## src/core/ssf_pkg.sv

```systemverilog
// package: offsets, field positions, modes and flag carrier for the status flags
package ssf_pkg;
    // ==========================================================
    // bus widths and register offsets
    localparam int ADDR_W = 8;
    localparam int DATA_W = 8;
    localparam int CNT_W = 10;
    localparam logic [7:0] OFS_FIFO_MODE = 8'h28;
    localparam logic [7:0] OFS_FIFO_LEVEL = 8'h29;
    localparam logic [7:0] OFS_STATUS_MIRROR = 8'h44;
    // sample data windows that count as data reads
    localparam logic [7:0] DATA_A_LO = 8'h08;
    localparam logic [7:0] DATA_A_HI = 8'h0A;
    localparam logic [7:0] DATA_B_LO = 8'h0E;
    localparam logic [7:0] DATA_B_HI = 8'h17;
    // ==========================================================
    // field positions inside the status mirror
    localparam int BIT_MOTION = 4;
    localparam int BIT_OVERRUN = 3;
    localparam int BIT_LEVEL = 2;
    localparam int BIT_NONEMPTY = 1;
    localparam int BIT_NEWSAMPLE = 0;
    // ==========================================================
    // reset values
    localparam logic [1:0] RST_FIFO_MODE = 2'h0;
    localparam logic [7:0] RST_FIFO_LEVEL = 8'h00;
    localparam logic [7:0] RST_RDATA = 8'h00;
    localparam logic [CNT_W-1:0] CNT_ZERO = 10'h000;
    // ==========================================================
    // fifo policy selection
    typedef enum logic [1:0] {
        SSF_FIFO_OFF = 2'b00,
        SSF_FIFO_OLDEST = 2'b01,
        SSF_FIFO_STREAM = 2'b10,
        SSF_FIFO_TRIGGER = 2'b11
    } ssf_fifo_mode_e;
    // flag group carried as one word
    typedef struct packed {
        logic motion_over_threshold_flag;
        logic overrun_flag;
        logic queue_level_reached_flag;
        logic nonempty_flag;
        logic new_sample_flag;
    } ssf_flags_s;
    localparam ssf_flags_s FLAGS_RST = '{default: 1'b0};
endpackage : ssf_pkg

```

## src/core/ssf_status_flags.sv

```systemverilog
// status flag bank: activity, fifo and new-sample flags behind a register port
// What this block does
// - a detected over-threshold motion sets the activity flag.
// - a fifo overrun sets the overrun flag and blocks fifo writes until a fifo read.
// - the overrun flag is produced only in the keep-oldest fifo policy.
// - the level flag is high while the fifo holds at least the programmed count.
// - the level flag rises one cycle after the fifo count reaches the programmed count.
// - the non-empty flag follows, one cycle late, whether the fifo holds a sample.
// - a fresh sample sets the new-sample flag, which stays low with nothing unread.
// - a host read of the sample data clears the new-sample flag.
// - the new-sample flag is never set while a sample data read is in progress.
// - a sample arriving during a read sets the flag only after the read ends.
// - a set new-sample flag is cleared at the very start of a data read.
// - with flag set and a sample during the read, clear, hold low, then set.
//
// The register offsets and the address-and-strobe port were decided locally.
`timescale 1ns/1ps
`default_nettype none
module ssf_status_flags (
    // clock and reset
    input wire logic CLK_SYS,
    input wire logic RST_B,
    // register port
    input wire logic [ssf_pkg::ADDR_W-1:0] ADDR,
    input wire logic [ssf_pkg::DATA_W-1:0] WDATA,
    input wire logic WR_STB,
    input wire logic RD_STB,
    output logic [ssf_pkg::DATA_W-1:0] RDATA,
    // serial burst still open (read in progress)
    input wire logic BURST_HOLD,
    // events and state from the datapath
    input wire logic MOTION_EVENT,
    input wire logic SAMPLE_EVENT,
    input wire logic FIFO_OVERRUN_EVENT,
    input wire logic FIFO_POP,
    input wire logic [ssf_pkg::CNT_W-1:0] FIFO_COUNT,
    // outputs to datapath and observers
    output logic FIFO_WRITE_BLOCK,
    output ssf_pkg::ssf_flags_s FLAGS
);
    import ssf_pkg::*;

    // ==========================================================
    // address decode
    logic is_data_addr;
    logic data_rd;
    logic status_rd;
    logic mode_wr;
    logic level_wr;
    assign is_data_addr = ((ADDR >= DATA_A_LO) && (ADDR <= DATA_A_HI)) ||
                          ((ADDR >= DATA_B_LO) && (ADDR <= DATA_B_HI));
    assign data_rd = RD_STB && is_data_addr;
    assign status_rd = RD_STB && (ADDR == OFS_STATUS_MIRROR);
    // mirror has no write decode at all, so writes to it fall away
    assign mode_wr = WR_STB && (ADDR == OFS_FIFO_MODE);
    assign level_wr = WR_STB && (ADDR == OFS_FIFO_LEVEL);

    // ==========================================================
    // configuration registers
    ssf_fifo_mode_e mode_r;
    logic [DATA_W-1:0] level_r;
    always_ff @(posedge CLK_SYS) begin
        if (!RST_B) begin
            mode_r <= SSF_FIFO_OFF;
            level_r <= RST_FIFO_LEVEL;
        end else begin
            if (mode_wr) begin
                mode_r <= ssf_fifo_mode_e'(WDATA[1:0]);
            end
            if (level_wr) begin
                level_r <= WDATA;
            end
        end
    end

    // ==========================================================
    // read-session tracking for the new-sample flag
    logic busy_r;
    logic busy_nxt;
    logic in_read;
    // a burst keeps the session open past the strobe cycle
    assign in_read = data_rd || busy_r;
    assign busy_nxt = in_read && BURST_HOLD;
    logic pend_r;
    logic pend_nxt;
    // samples during a read are parked, not lost
    assign pend_nxt = in_read && (pend_r || SAMPLE_EVENT);
    logic dr_r;
    logic dr_nxt;
    // start clears; held low through the read; set after it ends
    assign dr_nxt = data_rd ? 1'b0 :
                    in_read ? dr_r :
                    (dr_r || SAMPLE_EVENT || pend_r);

    // ==========================================================
    // fifo and activity flags; set wins over clear
    logic mot_r;
    logic mot_nxt;
    logic ovr_r;
    logic ovr_nxt;
    logic lvl_r;
    logic lvl_nxt;
    logic rdy_r;
    logic rdy_nxt;
    logic oldest;
    assign oldest = (mode_r == SSF_FIFO_OLDEST);
    // status read clears motion flag after the value has been sampled
    assign mot_nxt = MOTION_EVENT || (mot_r && !status_rd);
    // pop frees space; leaving keep-oldest withdraws the flag
    assign ovr_nxt = oldest && (FIFO_OVERRUN_EVENT ||
                     (ovr_r && !FIFO_POP));
    // registered compare on the incoming count, so the flag rises one cycle after the count reaches it
    assign lvl_nxt = (FIFO_COUNT >= {2'b00, level_r});
    assign rdy_nxt = (FIFO_COUNT != CNT_ZERO);

    always_ff @(posedge CLK_SYS) begin
        if (!RST_B) begin
            busy_r <= 1'b0;
            pend_r <= 1'b0;
            dr_r <= 1'b0;
            mot_r <= 1'b0;
            ovr_r <= 1'b0;
            lvl_r <= 1'b0;
            rdy_r <= 1'b0;
        end else begin
            busy_r <= busy_nxt;
            pend_r <= pend_nxt;
            dr_r <= dr_nxt;
            mot_r <= mot_nxt;
            ovr_r <= ovr_nxt;
            lvl_r <= lvl_nxt;
            rdy_r <= rdy_nxt;
        end
    end

    // ==========================================================
    // outputs and read data
    logic [DATA_W-1:0] status_word;
    logic [DATA_W-1:0] rd_mux;
    assign status_word = {3'b000, mot_r, ovr_r, lvl_r, rdy_r, dr_r};
    // sample data itself lives in the datapath; those reads answer zero here
    assign rd_mux = (ADDR == OFS_STATUS_MIRROR) ? status_word :
                    (ADDR == OFS_FIFO_MODE) ? {6'b000000, mode_r} :
                    (ADDR == OFS_FIFO_LEVEL) ? level_r : RST_RDATA;
    logic [DATA_W-1:0] rdata_r;
    always_ff @(posedge CLK_SYS) begin
        if (!RST_B) begin
            rdata_r <= RST_RDATA;
        end else begin
            rdata_r <= RD_STB ? rd_mux : RST_RDATA;
        end
    end
    assign RDATA = rdata_r;
    assign FIFO_WRITE_BLOCK = ovr_r;
    assign FLAGS = '{motion_over_threshold_flag: mot_r,
                     overrun_flag: ovr_r,
                     queue_level_reached_flag: lvl_r,
                     nonempty_flag: rdy_r,
                     new_sample_flag: dr_r};
endmodule : ssf_status_flags
`default_nettype wire

```

## config.mk

```make
export PLATFORM = sky130hd
export DESIGN_NAME = ssf_status_flags
export DESIGN_NICKNAME = d
export VERILOG_FILES = /design/src/core/ssf_pkg.sv /design/src/core/ssf_status_flags.sv
export SDC_FILE = /design/constraint.sdc
export NUM_CORES = 1
export LEC_CHECK = 0
export BUFFER_PORTS_ARGS = -buffer_cell sky130_fd_sc_hd__buf_2
export CORE_MARGIN = 2
export CORE_UTILIZATION = 51
export DETAILED_ROUTE_END_ITERATION = 8
export GPL_TIMING_DRIVEN = 0
export PLACE_DENSITY = 0.84
export SLEW_MARGIN = 20
export SYNTH_ARGS = -nofsm -noshare
export SYNTH_HDL_FRONTEND = slang
export SYNTH_SLANG_ARGS = --single-unit
```

## constraint.sdc

```tcl
create_clock -name CLK_SYS -period 3.1 [get_ports CLK_SYS]
set_input_delay 0.31 -clock CLK_SYS [delete_from_list [all_inputs] [get_ports CLK_SYS]]
set_output_delay 0.31 -clock CLK_SYS [all_outputs]
set_load 0.05 [all_outputs]
```

==> impl_metrics.json, run 1 <==
{
  "setup_slack_ns": 1.56,
  "area_growth_pct": 24.5,
  "placed_cell_area_um2": 1490,
  "ys.warnings.count": 0,
  "gp_congestion": 0.797,
  "min_path_cells": 3,
  "max_freq_mhz": 650,
  "fin_crit_ns": 1.54,
  "syn_nets": 177,
  "tightest_slew_ns": 0.497,
  "seq_area_um2": 500,
  "rrSetupSlack_ns": 1.62,
  "hold_end": "mot_r$_SDFF_PN0_",
  "p_per_area_nw_per_um2": 373,
  "instances_no_fill": 213,
  "rows": 17,
  "ir_worst_vdd_uv": 284,
  "post_drt_via_cell_ratio": 5.57,
  "synth_seq_cells": 25,
  "die_h_um": 52.9,
  "grt_pass1_wl_um": 4530,
  "cts_root_buf": "clkbuf_4",
  "place_hpwl_um": 2200,
  "overflow": 0,
  "clkLatencyLatePin_ns": 0.33,
  "path_class": "in2reg",
  "core_um2": 2230,
  "finalHoldViolCount": 0,
  "wl_per_cell_um": 13.2,
  "drive_gt1_frac": 0.330,
  "yosysSeqAreaShare": 0.411,
  "rsz0062_at_grt": "no",
  "fin_crit_sh": 0.496,
  "crit_family": "simple AND/OR/NAND/NOR gates",
  "setup_viol": 0,
  "htree_levels": 1,
  "avgSynthCellArea_um2": 9.09,
  "crit_required_ns": 3.36,
  "syn-instance-count": 134,
  "whs_ns": 0.187,
  "grt_max_degree": 15,
  "cts_hold_buffers": 0,
  "slew_violations": 0,
  "grt_pass1_vias": 1102,
  "postCtsSetupBuffers": 0,
  "clk_pin_slew_worst_paths_ns": 0.14,
  "r2r-start": "level_r[5]$_SDFFE_PN0P_",
  "yosysTopAreaCell": "dfxtp_1",
  "path_common_cell": "buf_2",
  "die_w_um": 52.9,
  "async_reset_ff_frac": 0,
  "dp_slack_ns": 1.21,
  "drc": 0,
  "antenna_found_initial": 0,
  "syn_area_um2": 1220,
  "fp.dieArea_um2": 2790,
  "routed_wl_um": 2800,
  "final_common_cell": "buf_2",
  "fin_tns_setup_ns": 0,
  "fin_nets": 229,
  "placedCellCount": 209,
  "layout_common_cells": "buf_2 (48), dfxtp_1 (25), inv_1 (10), nand3_1 (10), nor2_1 (10)",
  "dr.pass1.iters": 4,
  "multi_input_area_um2": 611,
  "slew_headroom": 0.669,
  "crit_chain": "buf_2 > or4b_1 > buf_2 > nor3_4 > buf_6 > nand3_1 > o31ai_1",
  "yosysUniqueCellTypes": 38,
  "crit_path_top_delay_cell": "or4b_1",
  "clock_sinks": 25,
  "cts_buffers": 3,
  "synth_area_leaders": "dfxtp_1 (41%), ha_1 (8.2%), o31ai_1 (4.3%), nand3_1 (4.1%), buf_4 (3.7%)",
  "p_leak_nw": 0.698,
  "clockBufferDepth": 2,
  "numPortBuffers": 47,
  "synth_top_area_share": 0.411,
  "r2r-end": "lvl_r$_SDFF_PN0_",
  "design_area_um2": 1520,
  "fillers": 193,
  "cp_num_buf_inv": 3,
  "arrival_ns": 1.79,
  "initial_utilization": 0.545,
  "drv_cap": 0,
  "hp-start": "MOTION_EVENT",
  "synth-main-ff-cell": "dfxtp_1",
  "grt_use_total": 0.220,
  "status": "complete, no violations",
  "critPathCaptureType": "flip-flop",
  "hp-class": "in2reg",
  "cts_resized": 0,
  "synth_edf_count": 0,
  "critPathMaxFanout": 10,
  "first_iter_violations": 12,
  "antenna_left": 0,
  "worst_path_largest_cell_delay_ns": 0.52,
  "start_kind": "input port",
  "io_pins": 49,
  "vias": 1186,
  "fin_worst_skew_ns": 0.00189,
  "insertedDiodeCount": 0,
  "cts_tree": "done",
  "r2r_cells": 6
}
## state kept, by name, summed over array words and instances (netlist names)
signal,cells
mode_r,2
rdy_r,1
FIFO_WRITE_BLOCK,1
lvl_r,1
level_r,8
RDATA,8
dr_r,1
pend_r,1
busy_r,1
mot_r,1
## per-stage QoR
step / power, mW / util
after floorplan: 0.382 / -
after global placement: 0.417 / 0.666
after detailed placement: 0.419 / 0.666
after CTS: 0.566 / 0.678
after global routing: 0.591 / 0.678
final: 0.565 / 0.678
## routing by layer
metal	vias up	wire [µm]	part of all wire	track usage
met5	-	0	0	0
met4	0	51	0.018	0.0897
met3	7	149	0.053	0.0254
met2	41	1400	0.50	0.398
met1	548	1210	0.43	0.262
li1	590	-	-	-
## power by group
| part | internal (mW) | switching (mW) | leakage (nW) | total (mW) |
|---|---|---|---|---|
| Sequential | 0.325 | 0.00256 | 0.203 | 0.328 |
| Combinational | 0.0365 | 0.0491 | 0.477 | 0.0856 |
| Clock | 0.0485 | 0.103 | 0.0177 | 0.151 |
| Total | 0.410 | 0.155 | 0.698 | 0.565 |
## cell usage after synthesis (all sizes together), types with 3 or more instances
library cell  number
a22o               3
buf                8
dfxtp             25
ha                 8
inv               10
nand2              7
nand2b             3
nand3             10
nand3b             3
nand4              3
nor2              10
nor3               3
nor4               6
o21ai              3
o31ai              7
## worst register-to-register path: stages (launching register included)
cell      delay (ns)
dfxtp_1         0.34
inv_1           0.07
ha_1            0.30
a211oi_1        0.25
nor2_1          0.09
nor4_1          0.18
o32ai_1         0.14
## cell families after synthesis
kind of cell               after synthesis  synth area share
buffers and inverters                   20            0.0874
DFF                                     25             0.411
AOI/OAI and AO/OA                       25             0.146
muxes                                    2            0.0164
and+or+nand+nor                         54             0.257
adders and majority gates                8            0.0822
## worst max path at each step
| stage | from | endpoint | depth (start not counted) | slack [ns] |
|---|---|---|---|---|
| after global routing | ADDR[7] | level_r[2]$_SDFFE_PN0P_ | 7 | 1.47 |
| after detailed placement | ADDR[7] | level_r[5]$_SDFFE_PN0P_ | 7 | 1.21 |
| after floorplan | ADDR[7] | level_r[1]$_SDFFE_PN0P_ | 6 | 1.48 |
| after global placement | ADDR[7] | level_r[2]$_SDFFE_PN0P_ | 7 | 1.25 |
| after CTS | ADDR[7] | level_r[5]$_SDFFE_PN0P_ | 7 | 1.56 |
| final | ADDR[7] | level_r[5]$_SDFFE_PN0P_ | 7 | 1.56 |
## layout make-up
type / count / area share
Clock inverter: 1 / 0.00330
Timing Repair Buffer: 47 / 0.155
Inverter: 10 / 0.0248
Buffer: 10 / 0.0454
Tap cell: 28 / 0.0231
Clock buffer: 3 / 0.0149
Sequential cell: 25 / 0.330
Multi-Input combinational cell: 89 / 0.403
Note: power is estimated with default switching activity, not from simulation.
==> run 2, diff against run 1 <==
Settings changed: CORE_UTILIZATION 51 to 42, PLACE_DENSITY 0.84 to 0.74.
Clock period 3.1 ns to 1.3 ns, I/O delays scaled along.
==> impl_metrics.json, run 2 (synthesized netlist as in run 1, its figures left out) <==
{
  "dr.pass1.iters": 4,
  "place_hpwl_um": 2310,
  "start_kind": "flip-flop",
  "wl_per_cell_um": 13.8,
  "cts_tree": "done",
  "seq_area_um2": 504,
  "drc": 0,
  "cts_hold_buffers": 0,
  "fin_crit_sh": 1.00,
  "pwr-share-seq": 0.579,
  "core_um2": 2760,
  "cts_root_buf": "clkbuf_4",
  "critPathMaxFanout": 2,
  "ir_worst_vdd_uv": 557,
  "p_comb_frac": 0.168,
  "setup_slack_ns": -0.00584,
  "p_leak_nw": 0.735,
  "cp_num_buf_inv": 1,
  "slew_violations": 0,
  "die_h_um": 57.8,
  "fin_nets": 233,
  "fin_util": 0.596,
  "insertedDiodeCount": 0,
  "first_iter_violations": 44,
  "routed_wl_um": 3040,
  "antenna_left": 0,
  "numPortBuffers": 47,
  "crit_path_top_delay_cell": "dfxtp_1",
  "crit_chain": "inv_1 > ha_1 > a21o_1 > a211oi_2 > o32ai_2",
  "clockBufferDepth": 2,
  "cts_buffers": 3,
  "fin_crit_ns": 1.31,
  "initial_utilization": 0.441,
  "rsz0062_at_grt": "yes",
  "fillers": 244,
  "rows": 19,
  "clkLatencyLatePin_ns": 0.31,
  "drive_gt1_frac": 0.423,
  "antenna_found_initial": 0,
  "overflow": 0,
  "final_common_cell": "buf_2",
  "crit_required_ns": 1.49,
  "vias": 1211,
  "worst_path_largest_cell_delay_ns": 0.35,
  "io_pins": 49,
  "grt_pass1_vias": 1170,
  "p_per_area_nw_per_um2": 822,
  "post_drt_via_cell_ratio": 5.50,
  "p_int_uw": 995,
  "clk_pin_slew_worst_paths_ns": 0.13,
  "power_switching_uw": 355,
  "clock_sinks": 25,
  "grt_max_degree": 14,
  "status": "finished, violations left",
  "drv_cap": 0,
  "area_growth_pct": 34.9,
  "slew_headroom": 0.640,
  "tightest_slew_ns": 0.540,
  "multi_input_area_um2": 696,
  "p_sw_frac": 0.263,
  "arrival_ns": 1.50,
  "max_freq_mhz": 766,
  "critPathCaptureType": "flip-flop",
  "dp_slack_ns": -0.366,
  "path_class": "reg2reg",
  "gp_congestion": 0.825,
  "die_w_um": 57.8,
  "fin_worst_skew_ns": 0.00176,
  "crit_family": "compound AO/OA/AOI/OAI gates",
  "fp.dieArea_um2": 3350,
  "setup_viol": 1,
  "clkPwrFrac": 0.253,
  "grt_pass1_wl_um": 5060,
  "power_mw": 1.35,
  "htree_levels": 1,
  "grt_use_total": 0.196,
  "whs_ns": 0.0208,
  "finalHoldViolCount": 0,
  "layout_common_cells": "buf_2 (47), dfxtp_1 (22), buf_4 (10), nand3_1 (10), nor2_1 (10)",
  "hp-class": "in2reg",
  "violations": "negative setup slack"
}
[run 2: repair_timing]
| item | in CTS | in global routing |
|---|---|---|
| pin swaps | 4 | 4 |
| gates resized for setup | 12 | 5 |
| setup buffers | 4 | 0 |
| setup endpoints to repair | 8 | 1 |
| gates cloned | 0 | 0 |
[run 2: tightest hold or removal path: cells and delay by family]
family	cells	cell delay (ns)
AO/OA/AOI/OAI	1	0.03
buffers and inverters	1	0.08
AND/OR/NAND/NOR	1	0.07
[run 2: worst paths after layout]
path	from	endpoint	slack, ns	cells after the start
worst max-delay path	level_r[1]$_SDFFE_PN0P_	lvl_r$_SDFF_PN0_	-0.006	5
worst min-delay path	MOTION_EVENT	mot_r$_SDFF_PN0_	0.02	3
worst max register to register	level_r[1]$_SDFFE_PN0P_	lvl_r$_SDFF_PN0_	-0.006	5
worst min register to register	mode_r[1]$_SDFFE_PN0P_	FIFO_WRITE_BLOCK$_SDFF_PN0_	0.47	1
[run 2: area by class of cell]
| class | instances | area share |
|---|---|---|
| Multi-Input combinational cell | 89 | 0.423 |
| Sequential cell | 25 | 0.307 |
| Timing Repair Buffer | 51 | 0.161 |
| Buffer | 10 | 0.0457 |
| Tap cell | 31 | 0.0236 |
| Inverter | 10 | 0.0228 |
| Clock buffer | 4 | 0.0160 |
[run 2: stage by stage]
stage          instances  area, µm²  setup TNS [ns]
5_1_grt              220       1640         -0.0758
4_1_cts              220       1600         -0.0732
2_1_floorplan        134       1230          -0.662
3_5_place_dp         212       1500           -4.23
6_report             220       1640        -0.00584
3_3_place_gp         212       1500           -3.66
[run 2: power groups by stage]
stage	Sequential, mW	Clock (mW)	Combinational, mW
2_1_floorplan	0.797	0	0.117
3_3_place_gp	0.799	0	0.198
3_5_place_dp	0.799	0	0.204
4_1_cts	0.782	0.347	0.216
5_1_grt	0.784	0.388	0.247
6_report	0.782	0.342	0.227
[run 2: routing by layer]
| layer | GRT usage | vias to the layer above | wire length [µm] |
|---|---|---|---|
| met5 | 0 | - | 0 |
| met4 | 0.0797 | 0 | 48 |
| met3 | 0.0290 | 4 | 129 |
| met2 | 0.352 | 39 | 1580 |
| met1 | 0.233 | 567 | 1290 |
| li1 | - | 601 | - |
